**config.mk**
```make
export PLATFORM = sky130hd
export DESIGN_NAME = config_load_sequencer
export DESIGN_NICKNAME = d
export VERILOG_FILES = /design/src/logic/config_load_pkg.sv /design/src/logic/clock_divider.sv /design/src/logic/config_load_sequencer.sv
export SDC_FILE = /design/constraint.sdc
export NUM_CORES = 1
export LEC_CHECK = 0
export ABC_AREA = 1
export BUFFER_PORTS_ARGS = -buffer_cell sky130_fd_sc_hd__buf_4
export CORE_UTILIZATION = 60
export CTS_CLUSTER_SIZE = 14
export DETAILED_ROUTE_END_ITERATION = 6
export GPL_ROUTABILITY_DRIVEN = 0
export GPL_TIMING_DRIVEN = 0
export HOLD_SLACK_MARGIN = 0.05
export PLACE_DENSITY = 0.76
export SYNTH_ARGS = -nofsm -noshare
export SYNTH_HDL_FRONTEND = slang
export SYNTH_SLANG_ARGS = --single-unit
```
**constraint.sdc**
```tcl
create_clock -name ref_clk -period 8.5 [get_ports ref_clk]
set_input_delay 0.85 -clock ref_clk [delete_from_list [all_inputs] [get_ports ref_clk]]
set_output_delay 0.85 -clock ref_clk [all_outputs]
set_load 0.03 [all_outputs]
```
**src/logic/config_load_pkg.sv**
```systemverilog
// constants and carrier types for the configuration load sequencer
package config_load_pkg;
   // clock and timing
   localparam int unsigned REF_CLK_HZ       = 20_000_000;         // ref_clk rate
   localparam int unsigned RESET_PULSE_NS   = 320;                // least reconfiguration pulse
   localparam int unsigned RESET_PULSE_CYC  =
      (RESET_PULSE_NS * (REF_CLK_HZ / 1_000_000) + 999) / 1000;   // rounded up
   localparam int unsigned SETTLE_US        = 25;                 // least post-done settle
   localparam int unsigned SETTLE_CYC       = SETTLE_US * (REF_CLK_HZ / 1_000_000);
   localparam int unsigned FIRST_DATA_NS    = 1200;               // host wait before first data
   localparam int unsigned FIRST_DATA_CYC   =
      (FIRST_DATA_NS * (REF_CLK_HZ / 1_000_000) + 999) / 1000;
   // chain master extension: 1344 / data-line count loader clock periods
   localparam int unsigned CHAIN_BITS       = 1344;
   // passive clock ceilings in MHz, by bus width
   localparam int unsigned PASSIVE_X1_MHZ   = 25;
   localparam int unsigned PASSIVE_X8_MHZ   = 50;
   localparam int unsigned PASSIVE_X32_MHZ  = 100;
   // active divider: nominal loader clock rates in MHz
   localparam int unsigned QUARTER_RATE_MHZ = 20;
   localparam int unsigned EIGHTH_RATE_MHZ  = 10;
   localparam logic [2:0]  QUARTER_HALF     = 3'h1;               // half period minus one, quarter rate
   localparam logic [2:0]  EIGHTH_HALF      = 3'h3;               // half period minus one, eighth rate
   localparam int          CNT_W            = 16;                 // timer width
   localparam logic [15:0] WORD_COUNT_RST   = 16'h0000;
   localparam logic [15:0] TIMER_RST        = 16'h0000;
   // data width codes
   localparam logic [2:0]  WIDTH_X1  = 3'h0;
   localparam logic [2:0]  WIDTH_X2  = 3'h1;
   localparam logic [2:0]  WIDTH_X4  = 3'h2;
   localparam logic [2:0]  WIDTH_X8  = 3'h3;
   localparam logic [2:0]  WIDTH_X16 = 3'h4;
   localparam logic [2:0]  WIDTH_X32 = 3'h5;

   typedef enum logic [5:0] {
      ST_IDLE   = 6'h01,   // waiting for reconfiguration
      ST_RESET  = 6'h02,   // reconfiguration input held low
      ST_WAIT   = 6'h04,   // release to first data window
      ST_LOAD   = 6'h08,   // taking words
      ST_SETTLE = 6'h10,   // done high, settle interval running
      ST_USER   = 6'h20    // user mode
   } load_state_t;

   // static setup straps
   typedef struct packed {
      logic        active_mode;     // device drives the loader clock
      logic        eighth_rate;     // eighth_rate_select, else quarter_rate_select
      logic        parallel_chain;  // parallel daisy chain of x2 or x4
      logic        chain_master;    // master of a two-device serial chain
      logic        scan_mode;       // configuration by boundary scan
      logic [2:0]  width_code;      // data-line count
   } load_setup_t;
endpackage

```
**src/logic/clock_divider.sv**
```systemverilog
// loader clock divider for active mode
`timescale 1ns/1ns
`default_nettype none
module clock_divider (
   input  wire logic       ref_clk,
   input  wire logic       rstn,
   input  wire logic       run,        // divider runs while high
   input  wire logic [2:0] half_count, // ref cycles per half period minus one
   output logic            clk_out,    // divided clock
   output logic            rise        // pulse on each rising edge of clk_out
);
   typedef struct packed {
      logic [2:0] cnt;
      logic       clk;
      logic       rise;
   } div_state_t;

   div_state_t st_reg;
   div_state_t st_next;

   // count half periods and toggle
   always_comb begin
      st_next      = st_reg;
      st_next.rise = 1'b0;
      if (!run) begin
         st_next.cnt = 3'h0;
         st_next.clk = 1'b0;       // park low outside loading
      end else if (st_reg.cnt >= half_count) begin
         st_next.cnt  = 3'h0;
         st_next.clk  = ~st_reg.clk;
         st_next.rise = ~st_reg.clk;
      end else begin
         st_next.cnt = st_reg.cnt + 3'h1;
      end
   end

   // register state
   always_ff @(posedge ref_clk or negedge rstn) begin
      if (!rstn) begin
         st_reg <= '0;
      end else begin
         st_reg <= st_next;
      end
   end

   assign clk_out = st_reg.clk;
   assign rise    = st_reg.rise;
endmodule
`default_nettype wire

```
**src/logic/config_load_sequencer.sv**
```systemverilog
// configuration load sequencer: reset pulse, loading, done flag and settle timing
`timescale 1ns/1ns
`default_nettype none
module config_load_sequencer #(
   parameter int unsigned SETTLE_CYCLES = config_load_pkg::SETTLE_CYC
) (
   input  wire logic                        ref_clk,
   input  wire logic                        rstn,
   input  wire logic                        reconfig_n,      // pin, active-low reconfiguration
   input  wire config_load_pkg::load_setup_t setup,          // straps, caught at reset release
   input  wire logic [15:0]                 bitstream_words, // words in the bitstream
   input  wire logic                        data_valid,      // pin, host marks a word
   input  wire logic                        user_entry_instruction, // pin, from tap update-ir
   output logic                             loader_clock_line,   // active-mode loader clock
   output logic                             load_complete_flag,  // done flag
   output logic                             user_mode,           // device in user mode
   output logic                             system_reset_n,      // held low until settled
   output logic                             data_accept          // pulse per accepted word
);

   typedef struct packed {
      config_load_pkg::load_state_t state;
      config_load_pkg::load_setup_t setup;
      logic                         setup_taken;
      logic [15:0]                  timer;       // pulse, wait and settle timer
      logic [15:0]                  words;       // words accepted
      logic                         valid_prev;  // edge detect on synced strobe
      logic                         done;
      logic                         user;
      logic                         sys_rst_n;
      logic                         accept;
      // pin stages and the loader clock live in the one state record, so apart
      // from the divider instance the module is one register with one next-value process
      logic [2:0]                   sync1;       // first pin stage, read only by sync2
      logic [2:0]                   sync2;       // second pin stage
      logic                         clk_out;     // loader clock, re-registered
   } seq_state_t;

   seq_state_t st_reg;
   seq_state_t st_next;

   // synchronised pin levels; only the second stage is ever read by logic,
   // so a metastable first stage never reaches the state machine
   // order in both stages: reconfiguration, strobe, entry instruction
   logic rcfg_n_s;  // reconfiguration, active low
   logic valid_s;   // host word strobe
   logic entry_s;   // entry instruction level
   assign rcfg_n_s = st_reg.sync2[2];
   assign valid_s  = st_reg.sync2[1];
   assign entry_s  = st_reg.sync2[0];

   // divider control
   logic       div_run;
   logic [2:0] div_half;
   logic       div_clk;
   logic       div_rise;
   assign div_run = st_reg.setup.active_mode &&
                    (st_reg.state == config_load_pkg::ST_LOAD);
   // parallel chain overrides the eighth-rate choice
   assign div_half = (st_reg.setup.eighth_rate && !st_reg.setup.parallel_chain) ?
                     config_load_pkg::EIGHTH_HALF : config_load_pkg::QUARTER_HALF;

   clock_divider u_div (
      .ref_clk    (ref_clk),
      .rstn       (rstn),
      .run        (div_run),
      .half_count (div_half),
      .clk_out    (div_clk),
      .rise       (div_rise)
   );

   // chain master extension in loader clock periods, scaled to ref cycles
   function automatic logic [15:0] chain_extra(input config_load_pkg::load_setup_t s);
      logic [15:0] bits;
      logic [15:0] per;
      bits = 16'(config_load_pkg::CHAIN_BITS);
      case (s.width_code)
         config_load_pkg::WIDTH_X2:  bits = bits >> 1;
         config_load_pkg::WIDTH_X4:  bits = bits >> 2;
         config_load_pkg::WIDTH_X8:  bits = bits >> 3;
         config_load_pkg::WIDTH_X16: bits = bits >> 4;
         config_load_pkg::WIDTH_X32: bits = bits >> 5;
         default:                    bits = bits;
      endcase
      // one loader period is two half periods of the divider
      per = (s.eighth_rate && !s.parallel_chain) ? 16'h0008 : 16'h0004;
      chain_extra = s.chain_master ? 16'(bits * per) : 16'h0000;
      return chain_extra;
   endfunction

   // sequencing
   always_comb begin
      st_next            = st_reg;
      st_next.accept     = 1'b0;
      st_next.valid_prev = valid_s;
      // pin stages: the first takes the raw pins, the second only copies the
      // first, so nothing but the second stage ever feeds a decision
      st_next.sync1      = {reconfig_n, data_valid, user_entry_instruction};
      st_next.sync2      = st_reg.sync1;
      // loader clock is re-registered so the pin is driven from a flip-flop;
      // it lags the divider by one reference cycle, which the flash never sees
      st_next.clk_out    = div_clk;
      // straps are caught once, on the first clock after reset release
      if (!st_reg.setup_taken) begin
         st_next.setup       = setup;
         st_next.setup_taken = 1'b1;
      end
      case (st_reg.state)
         config_load_pkg::ST_IDLE: begin
            if (!rcfg_n_s) begin
               st_next.state = config_load_pkg::ST_RESET;
               st_next.timer = 16'h0001;
            end
         end
         config_load_pkg::ST_RESET: begin
            st_next.done      = 1'b0;
            st_next.user      = 1'b0;
            st_next.sys_rst_n = 1'b0;
            if (!rcfg_n_s) begin
               if (st_reg.timer < 16'(config_load_pkg::RESET_PULSE_CYC)) begin
                  st_next.timer = st_reg.timer + 16'h0001;
               end
            end else if (st_reg.timer >= 16'(config_load_pkg::RESET_PULSE_CYC)) begin
               // long enough: restart configuration
               st_next.state = config_load_pkg::ST_WAIT;
               st_next.timer = config_load_pkg::TIMER_RST;
               st_next.words = config_load_pkg::WORD_COUNT_RST;
            end else begin
               // glitch too short: go back to idle
               st_next.state = config_load_pkg::ST_IDLE;
            end
         end
         config_load_pkg::ST_WAIT: begin
            // passive data before the first-data wait is ignored, not counted
            if (st_reg.timer >= 16'(config_load_pkg::FIRST_DATA_CYC - 1)) begin
               st_next.state = config_load_pkg::ST_LOAD;
            end else begin
               st_next.timer = st_reg.timer + 16'h0001;
            end
         end
         config_load_pkg::ST_LOAD: begin
            // active: one word per loader clock rise; passive: per strobe edge
            if ((st_reg.setup.active_mode && div_rise) ||
                (!st_reg.setup.active_mode && valid_s && !st_reg.valid_prev)) begin
               st_next.accept = 1'b1;
               st_next.words  = st_reg.words + 16'h0001;
               if (st_reg.words + 16'h0001 >= bitstream_words) begin
                  st_next.done  = 1'b1;
                  st_next.state = config_load_pkg::ST_SETTLE;
                  st_next.timer = config_load_pkg::TIMER_RST;
               end
            end
         end
         config_load_pkg::ST_SETTLE: begin
            // scan loads hold the timer until the entry instruction lands
            if (st_reg.setup.scan_mode && !entry_s && st_reg.timer == 16'h0000) begin
               st_next.timer = 16'h0000;
            end else if (st_reg.timer >=
                         16'(SETTLE_CYCLES - 1) + chain_extra(st_reg.setup)) begin
               st_next.state     = config_load_pkg::ST_USER;
               st_next.user      = 1'b1;
               st_next.sys_rst_n = 1'b1;
            end else begin
               st_next.timer = st_reg.timer + 16'h0001;
            end
         end
         config_load_pkg::ST_USER: begin
            // user mode is a floor, not a promise of later start
            st_next.user = 1'b1;
         end
         default: begin
            st_next.state = config_load_pkg::ST_IDLE;
         end
      endcase
      // a reconfiguration pulse interrupts any state
      if (!rcfg_n_s && st_reg.state != config_load_pkg::ST_RESET &&
          st_reg.state != config_load_pkg::ST_IDLE) begin
         st_next.state = config_load_pkg::ST_RESET;
         st_next.timer = 16'h0001;
         st_next.done  = 1'b0;
         // user mode and the system reset follow done down in the same cycle,
         // so user mode is never shown without done
         st_next.user      = 1'b0;
         st_next.sys_rst_n = 1'b0;
      end
   end

   // register state
   always_ff @(posedge ref_clk or negedge rstn) begin
      if (!rstn) begin
         st_reg           <= '0;
         st_reg.state     <= config_load_pkg::ST_IDLE;
         st_reg.sys_rst_n <= 1'b0;
         // pin stages rest at the idle pin levels: reconfiguration high,
         // strobe and entry low, so the strobe edge detector sees no false
         // edge in the first cycles after reset
         st_reg.sync1     <= 3'h4;
         st_reg.sync2     <= 3'h4;
      end else begin
         st_reg <= st_next;
      end
   end

   // every output is a bit of the state register
   assign loader_clock_line  = st_reg.clk_out;
   assign load_complete_flag = st_reg.done;
   assign user_mode          = st_reg.user;
   assign system_reset_n     = st_reg.sys_rst_n;
   assign data_accept        = st_reg.accept;
endmodule
`default_nettype wire

```
### Yosys cells after proc, flatten, opt, wreduce, memory -nomap -nowiden

Index checks and enable logic that the tools add are counted.

* bits in registers: 64
* logic and storage cells: 132

* add/sub/neg operators: 4
* $mul: 1
* magnitude comparators: 6
* eq/ne operators: 29
* mux-type cells: 43
* bitwise logic cells: 1
* reduce and logical (&&, ||, !) cells: 27

Operator list (count)
* $mux 16: 12
* $pmux 16 s5: 1
* $mux 32: 2
* $pmux 11 s5: 1
* $mux 6: 8
* $pmux 6 s6: 1
* $add 16x1->16 const B: 2
* $ge 16x16->1: 2
* $pmux 16 s2: 1
* $ne 3x3->1 const B: 6
* $add 9x16->16 const A: 1
* $ge 16x3->1 const B: 1
* $ge 16x5->1 const B: 1
* $logic_not 16->1: 1
* $lt 16x3->1 const B: 1
* $mul 16x4->16: 1
* $reduce_and 8->1: 2
* $ne 4x4->1 const B: 3
* $logic_and 1x1->1: 9
* $mux 3: 3
* $reduce_and 3->1: 3
* $mux 2: 4
* $mux 4: 2
* $ne 2x2->1 const B: 4
* other kinds (26): 39

### Longest topological paths before layout

Gate-level depths: netlist of the first run.

* depth after elaboration: 13
* depth in mapped cells: 30
* gate-level depth less buffers: 29

### By module

From an unflattened synthesis of the first run, not the netlist that was laid out.

* cells, all modules: 725
* area total of the unflattened synthesis: 5205.0 um^2

By module, submodules not included
* config_load_sequencer: times used 1, cells each 695, area an instance 4929.7 um^2, sequential area each 1480.2 um^2
* clock_divider: times used 1, cells each 30, area an instance 275.3 um^2, sequential area each 125.1 um^2

### Worst setup path before layout of the first run

No wires, ideal clock.

* path type: register to register
* start point: reg st_reg[47] (netlist bit)
* end point: reg st_reg[39] (netlist bit)
* setup time: 117 ps
* arrival: 3722 ps
* required time: 8383 ps
* path slack: 4661 ps
* cell stages (with the launch flop): 26
* clock period less this slack: 3839 ps
* cells stage by stage: dfrtp_1 -> inv_1 -> o21ai_0 -> nor2_1 -> ha_1 -> ha_1 -> fa_1 -> a21oi_1 -> nand2_1 -> nand2_1 -> nor2_1 -> xor2_1 -> ha_1 -> nand2_1 -> inv_1 -> o21ai_0 -> nand2_1 -> nand2_1 -> nand2_1 -> a21oi_1 -> nor2_4 -> nor2_8 -> nand2_4 -> buf_6 -> nand2_1 -> nand2_1

* longest elaborated chain between the ends: 10
* elaborated cells on any way between the ends: 14
* those cells by class: add/sub: 1; mul: 1; order compare: 1; eq/ne: 6; mux: 4; reduce/logical: 1

Ends and longest elaborated chain
* start, declared: line config_load_sequencer.sv:39 `seq_state_t st_reg;`
* start signal, assigned: line config_load_sequencer.sv:200 `st_reg <= st_next;`
* $eq 3x3->1, or another cell as far along: line config_load_sequencer.sv:77 `case (s.width_code)`
* $pmux 11 s5 (*): line config_load_sequencer.sv:77
* $mux 16 (*): line config_load_sequencer.sv:156 `if (st_reg.setup.scan_mode && !entry_s && st_reg.timer == 16'h0000) begin`
* $mux 16 (*): line config_load_sequencer.sv:108 `case (st_reg.state)`
* $mul 16x4->16 (*): line config_load_sequencer.sv:87 `chain_extra = s.chain_master ? 16'(bits * per) : 16'h0000;`
* $mux 16 (*): line config_load_sequencer.sv:87
* $add 9x16->16 (*): line config_load_sequencer.sv:159 `16'(SETTLE_CYCLES - 1) + chain_extra(st_reg.setup)) begin`
* $ge 16x16->1 (*): line config_load_sequencer.sv:158 `end else if (st_reg.timer >=`
* $ne 4x4->1 (no source line) (*)
* $reduce_and 8->1 (no source line) (*)

Mark *: on every way between the ends. The rest lies on a longest branch, timed or not. The select of a mux whose other input is x is not followed.
A chain may end at the register's enable or synchronous reset.

### Worst setup path in the final report of the first run

* start point: reg st_reg[47] (netlist bit)
* end point: reg st_reg[36] (netlist bit)

The elaborated chain is that of the path after synthesis.

==> impl_metrics.json, run 1 <==
{
  "seq_area_frac_synth": 0.3216,
  "cts_htree_levels": 3,
  "critPathMaxStageDelay_ps": 500,
  "drtIter0Drc": 248,
  "synth-main-ff-cell": "dfrtp_1",
  "clkSlewWorstSetupHoldPaths_ps": 90,
  "synth.cell_area_mm2": 0.004991,
  "post-route-min-period_ps": 4515,
  "vias_per_cell": 5.291,
  "cp-start-kind": "flop",
  "postCtsSetupBuffers": 0,
  "cts_made_buffers": 9,
  "fmax_mhz": 221.5,
  "cts_resized": 0,
  "hp-start": "st_next[1]",
  "reg2reg_to": "st_reg[36]",
  "ys_warn_count": 0,
  "routed_wl_mm": 11.01,
  "grt_pass1_wl_mm": 19.11,
  "peakVddDrop_mv": 0.09291,
  "min_to": "entry_s",
  "port_buffers": 33,
  "cts-root-buf": "clkbuf_8",
  "final_common_cell": "nand2_1",
  "rows": 32,
  "synth.top_cell.area_share": 0.3058,
  "grt_use_met1": 0.3535,
  "synth-edff-count": 0,
  "wl_per_cell_um": 12.70,
  "grtUsageMet2": 0.4798,
  "reg2reg_slack_ps": 3980,
  "final_max_slew_viol_count": 0,
  "vias": 4587,
  "layout-area-overhead-vs-synth_pct": 11.93,
  "clk_path_buf_depth": 2,
  "fin_nets": 833,
  "timing.rr.start": "st_reg[47]",
  "antenna_found_initial": 0,
  "busiest_layer": "met2",
  "syn_inst": 711,
  "async_reset_ff_frac": 1.000,
  "die_area_mm2": 0.008687,
  "coreArea_mm2": 0.007888,
  "insertion_delay_ps": 350,
  "first_global_vias": 4432,
  "fin_crit_sh": 0.5312,
  "rsz0062_at_grt": "no",
  "chipWidth_um": 93.21,
  "report.final.setup_viol": 0,
  "regArea_mm2": 0.001605,
  "critical-path-slowest-cell": "fa_1",
  "drive_above_1_share": 0.1111,
  "ys_seq_elements": 64,
  "antenna_cells": 0,
  "postRouteAntennaNets": 0,
  "p_leak_nw": 3.105,
  "slew_headroom": 0.4662,
  "whs_path_depth": 0,
  "rr_worst_depth": 24,
  "clock_skew_ps": 15.98,
  "dp_hpwl_mm": 8.608,
  "die_h_um": 93.21,
  "fin_util": 0.7083,
  "worst_pin_slew_ps": 800.8,
  "critPathKind": "flop to flop",
  "fill_cells": 670,
  "multi_input_area_mm2": 0.002914,
  "cts_tree": "built",
  "cp.required_ps": 8740,
  "mostFrequentLayoutCells": "175 x nand2_1, 109 x inv_1, 86 x nor2_1, 70 x nand3_1, 61 x dfrtp_1",
  "status": "finished, final reports clean",
  "cts_num_sinks": 64,
  "max_cap_viol_count": 0,
  "cp_num_buf_inv": 2,
  "setup_tns_ps": 0,
  "worstPathCellList": "inv_1 > nand2_1 > nand2_1 > nand2_1 > nor2_1 > ha_1 > ha_1 > fa_1 > nand2_1 > nand4_1 > nand3_1 > nor2_1 > a21boi_0 > ha_1 > nand2_1 > o21a_1 > nand2_1 > a21oi_1 > nor2_4 > nor2_8 > nand2_4 > buf_6 > nand2_1 > nand2_1",
  "cts_hold_buf": 0,
  "finalHoldViolCount": 0,
  "synth_cell_types": 44,
  "crit_arrival_ps": 4750,
  "initial_core_util": 0.6328,
  "min_path_type": "flop to flop",
  "grt_usage": 0.2790,
  "drc_errors": 0,
  "power-per-cell-area_mw_per_mm2": 153.8,
  "crit_top_cell": "nand2_1",
  "setup.worst_path.end_class": "flop",
  "drt_pass1_iterations": 5,
  "grt_util_met3": 0.05528,
  "avgSynthCellArea_um2": 7.020,
  "grt_overflow_total": 0,
  "ys_top_cells_by_area": "dfrtp_1 31%, nand2_1 13%, ha_1 11%, inv_1 8.2%, nand3_1 7.0%",
  "grt_max_degree": 65,
  "largest_reg_flops": 48,
  "crit_fanout": 10,
  "ioPinCount": 34,
  "yosysTopAreaCell": "dfrtp_1",
  "crit_family": "simple AND/OR/NAND/NOR gates"
}
## final cells by class
cell class / count / share of cell area
tap: 102 / 0.02284
sequential: 64 / 0.2873
clock buffer: 9 / 0.02217
clock inverter: 7 / 0.01389
multi-input combinational: 527 / 0.5216
buffer: 9 / 0.009854
timing repair buffer: 33 / 0.04434
inverter: 116 / 0.07794
## worst max-delay path by stage
stage	slack, ps	cells past startpoint	start	to
finish	3980	24	st_reg[47]	st_reg[36]
global placement	4130	22	st_reg[47]	st_reg[42]
detailed placement	4010	22	st_reg[47]	st_reg[42]
global route	3560	23	st_reg[47]	st_reg[36]
floorplan	4660	25	st_reg[47]	st_reg[39]
CTS	3970	24	st_reg[47]	st_reg[42]
## per-layer routing
metal / wire (µm) / vias up / share of wire
met1: 5154 / 2116 / 0.47
met5: 0 / - / 0
li1: - / 2362 / -
met2: 5253 / 89 / 0.48
met3: 367 / 20 / 0.033
met4: 235 / 0 / 0.021
## cells in the mapped netlist (all sizes together) (5+ instances only)
| library cell | instances |
|---|---|
| nand2 | 178 |
| ha | 43 |
| o21a | 6 |
| o21ai | 24 |
| inv | 115 |
| nand4 | 14 |
| nor3 | 10 |
| nor2 | 94 |
| xor2 | 21 |
| buf | 5 |
| nand3 | 76 |
| dfrtp | 61 |
| a21oi | 29 |
## per-stage QoR
step                area [µm²]  hold WS [ps]  instances  worst slack, ps  total power, mW
CTS                       5587         355.0        867             3967           0.8640
finish                    5587         352.2        867             3985           0.8592
detailed placement        5385         337.9        851             4012           0.5974
global placement          5385         333.8        851             4130           0.5900
floorplan                 5010         331.2        716             4661           0.5289
global route              5587         364.3        867             3559           0.9140
## logic make-up after synthesis
| family | count (synthesis) | synth area share |
|---|---|---|
| XOR/XNOR | 23 | 0.04036 |
| buffers and inverters | 125 | 0.09827 |
| other | 2 | 0.001505 |
| AND/OR/NAND/NOR | 380 | 0.3409 |
| adder cells (fa/ha/maj) | 44 | 0.1118 |
| flip-flops | 64 | 0.3216 |
| multiplexers | 1 | 0.002256 |
| AO/OA/AOI/OAI | 72 | 0.08323 |
## worst reg2reg max path, delay by kind of cell, from the launching register on
kind	cells	cell delay, ps
AO/OA/AOI/OAI	3	780
adder cells (fa/ha/maj)	4	1370
buffers and inverters	2	310
flip-flops	1	420
AND/OR/NAND/NOR	15	1520
## report_power, final
part	total [mW]	switching [mW]	internal [mW]
sequential	0.333	0.0114	0.322
combinational	0.259	0.167	0.0926
clock	0.267	0.129	0.138
(Power assumes the default switching activity.)
==> inputs of run 2 (changes only) <==
==> constraint.sdc (replaced) <==
create_clock -name ref_clk -period 4.21 [get_ports ref_clk]
set_input_delay 0.421 -clock ref_clk [delete_from_list [all_inputs] [get_ports ref_clk]]
set_output_delay 0.421 -clock ref_clk [all_outputs]
set_load 0.03 [all_outputs]
==> run 2 against run 1 <==
First-iteration DRC count rose by 2.8%. Non-clock buffer count grew 9. Cell area grew 4.3%. Worst hold slack lost 190 ps. Sequential share of layout area decreased by 1.2 points. Count of clock-buffer cells in the layout did not move. Sequential cell count did not move. Routed wire length rose by 4.1%. Critical path type unchanged.
==> impl_metrics.json, run 2 (synthesis results as in run 1) <==
{
  "vias_per_cell": 5.365,
  "layout-area-overhead-vs-synth_pct": 16.75,
  "antenna_cells": 0,
  "dp_hpwl_mm": 8.608,
  "critPathKind": "flop to flop",
  "clkSlewWorstSetupHoldPaths_ps": 90,
  "final_common_cell": "nand2_1",
  "worstPathCellList": "inv_2 > nand2_2 > nand2_2 > nand2_4 > nor2_4 > ha_4 > ha_4 > fa_1 > nand2_1 > nand4_1 > nand3_2 > nor2_1 > a21boi_2 > ha_1 > nand2_1 > o21a_1 > nand2_2 > a21oi_4 > nor2_4 > nor2_8 > nand2_8 > clkbuf_16 > nand2_1 > nand2_1",
  "cp-start-kind": "flop",
  "crit_fanout": 8,
  "grt_pass1_wl_mm": 19.13,
  "peakVddDrop_mv": 0.1879,
  "cp.required_ps": 4440,
  "multi_input_area_mm2": 0.003065,
  "clock_skew_ps": 15.82,
  "pre_cts_ws_ps": -277.6,
  "fin_util": 0.7387,
  "drt_pass1_iterations": 5,
  "cts_made_buffers": 9,
  "crit_arrival_ps": 4240,
  "drtIter0Drc": 255,
  "die_h_um": 93.21,
  "wl_met1_mm": 5.174,
  "coreArea_mm2": 0.007888,
  "min_path_type": "input pin to asynchronous set/reset pin",
  "reg2reg_slack_ps": 200,
  "wl_per_cell_um": 13.08,
  "route.met2.wl_mm": 5.571,
  "grt_max_degree": 65,
  "grt_usage": 0.2792,
  "slew_headroom": 0.4653,
  "insertion_delay_ps": 350,
  "power-per-cell-area_mw_per_mm2": 316.7,
  "setup.worst_path.end_class": "flop",
  "fin_crit_sh": 0.9536,
  "initial_core_util": 0.6328,
  "clk_path_buf_depth": 2,
  "top_layer": "met4",
  "chipWidth_um": 93.21,
  "fill_cells": 630,
  "drive_above_1_share": 0.1563,
  "wl_met3_um": 495,
  "rows": 32,
  "die_area_mm2": 0.008687,
  "fmax_mhz": 249.1,
  "finalHoldViolCount": 0,
  "cts_tree": "built",
  "grt_overflow_total": 0,
  "first_global_vias": 4444,
  "cts_num_sinks": 64,
  "vias": 4700,
  "cts-root-buf": "clkbuf_8",
  "antenna_found_initial": 0,
  "ioPinCount": 34,
  "post-route-min-period_ps": 4015,
  "total_power_mw": 1.846,
  "port_buffers": 33,
  "cts_hold_buf": 0,
  "crit_top_cell": "nand2_1",
  "status": "finished, final reports clean",
  "mostFrequentLayoutCells": "166 x nand2_1, 105 x inv_1, 82 x nor2_1, 69 x nand3_1, 61 x dfrtp_1",
  "worst_pin_slew_ps": 802.1,
  "drc_errors": 0,
  "final_max_slew_viol_count": 0,
  "routed_wl_mm": 11.46,
  "largest_reg_flops": 48,
  "p_leak_nw": 3.170,
  "regArea_mm2": 0.001605,
  "report.final.setup_viol": 0,
  "rr_worst_depth": 24,
  "layout_setup_ws_ps": 195.3,
  "critical-path-slowest-cell": "fa_1",
  "fin_nets": 842,
  "max_cap_viol_count": 0,
  "cts_htree_levels": 3,
  "critPathMaxStageDelay_ps": 470,
  "postRouteAntennaNets": 0
}
-- run 2: cell types whose count changed in the layout (fill, tap and decap cells not counted), moves of 2 or more --
cell     delta
o21ai_0     -2
nor2_2      +2
ha_1        -4
nor2_1      -4
nor2_4      +2
nand2_1     -9
ha_4        +4
inv_2       +4
nand2_2     +7
inv_1       -4
a21oi_1     -2
buf_4       +8
-- run 2: layout make-up --
type	count	share of cell area
Multi-Input combinational cell	527	0.5261
Sequential cell	64	0.2755
Inverter	116	0.07473
Timing Repair Buffer	42	0.05712
Tap cell	102	0.02190
Clock buffer	9	0.02126
Clock inverter	7	0.01331
Buffer	9	0.01009
-- run 2: routing by layer --
metal / vias up / GRT usage
met5: - / 0
met4: 0 / 0.08590
met3: 20 / 0.05528
met2: 113 / 0.4816
met1: 2186 / 0.3524
li1: 2381 / -
-- run 2: final timing paths --
path / startpoint / endpoint
max in group asynchronous: rstn / st_reg[42]
setup / recovery: st_reg[47] / st_reg[38]
setup reg to reg: st_reg[47] / st_reg[38]
hold reg to reg: st_next[1] / entry_s
min in group ref_clk: data_valid / st_next[2]
hold / removal: rstn / st_reg[20]
-- run 2: repair_timing --
item,CTS,global route
gates resized for setup,7,31
setup endpoints to repair,16,22
pin swaps,0,11
setup buffers,0,8
gates cloned,0,1
-- run 2: critical path, delay by kind of cell (launching register included) --
family                   cells  cell delay, ps
flip-flops                   1             450
AND/OR/NAND/NOR             15            1450
buffers and inverters        2             310
AO/OA/AOI/OAI                3             500
adder cells (fa/ha/maj)      4            1170
-- run 2: through the flow --
stage | area [µm²] | instances | setup TNS, ps | hold slack, ps
floorplan | 5010 | 716 | 0 | 125.4
global placement | 5385 | 851 | -1738 | 333.8
detailed placement | 5385 | 851 | -3538 | 337.9
CTS | 5610 | 867 | 0 | 157.6
global route | 5827 | 876 | -353.2 | 154.5
finish | 5827 | 876 | 0 | 163.0
-- run 2: power by group --
group | switching [mW] | internal [mW]
Combinational | 0.377 | 0.255
Sequential | 0.0252 | 0.650
Clock | 0.260 | 0.278
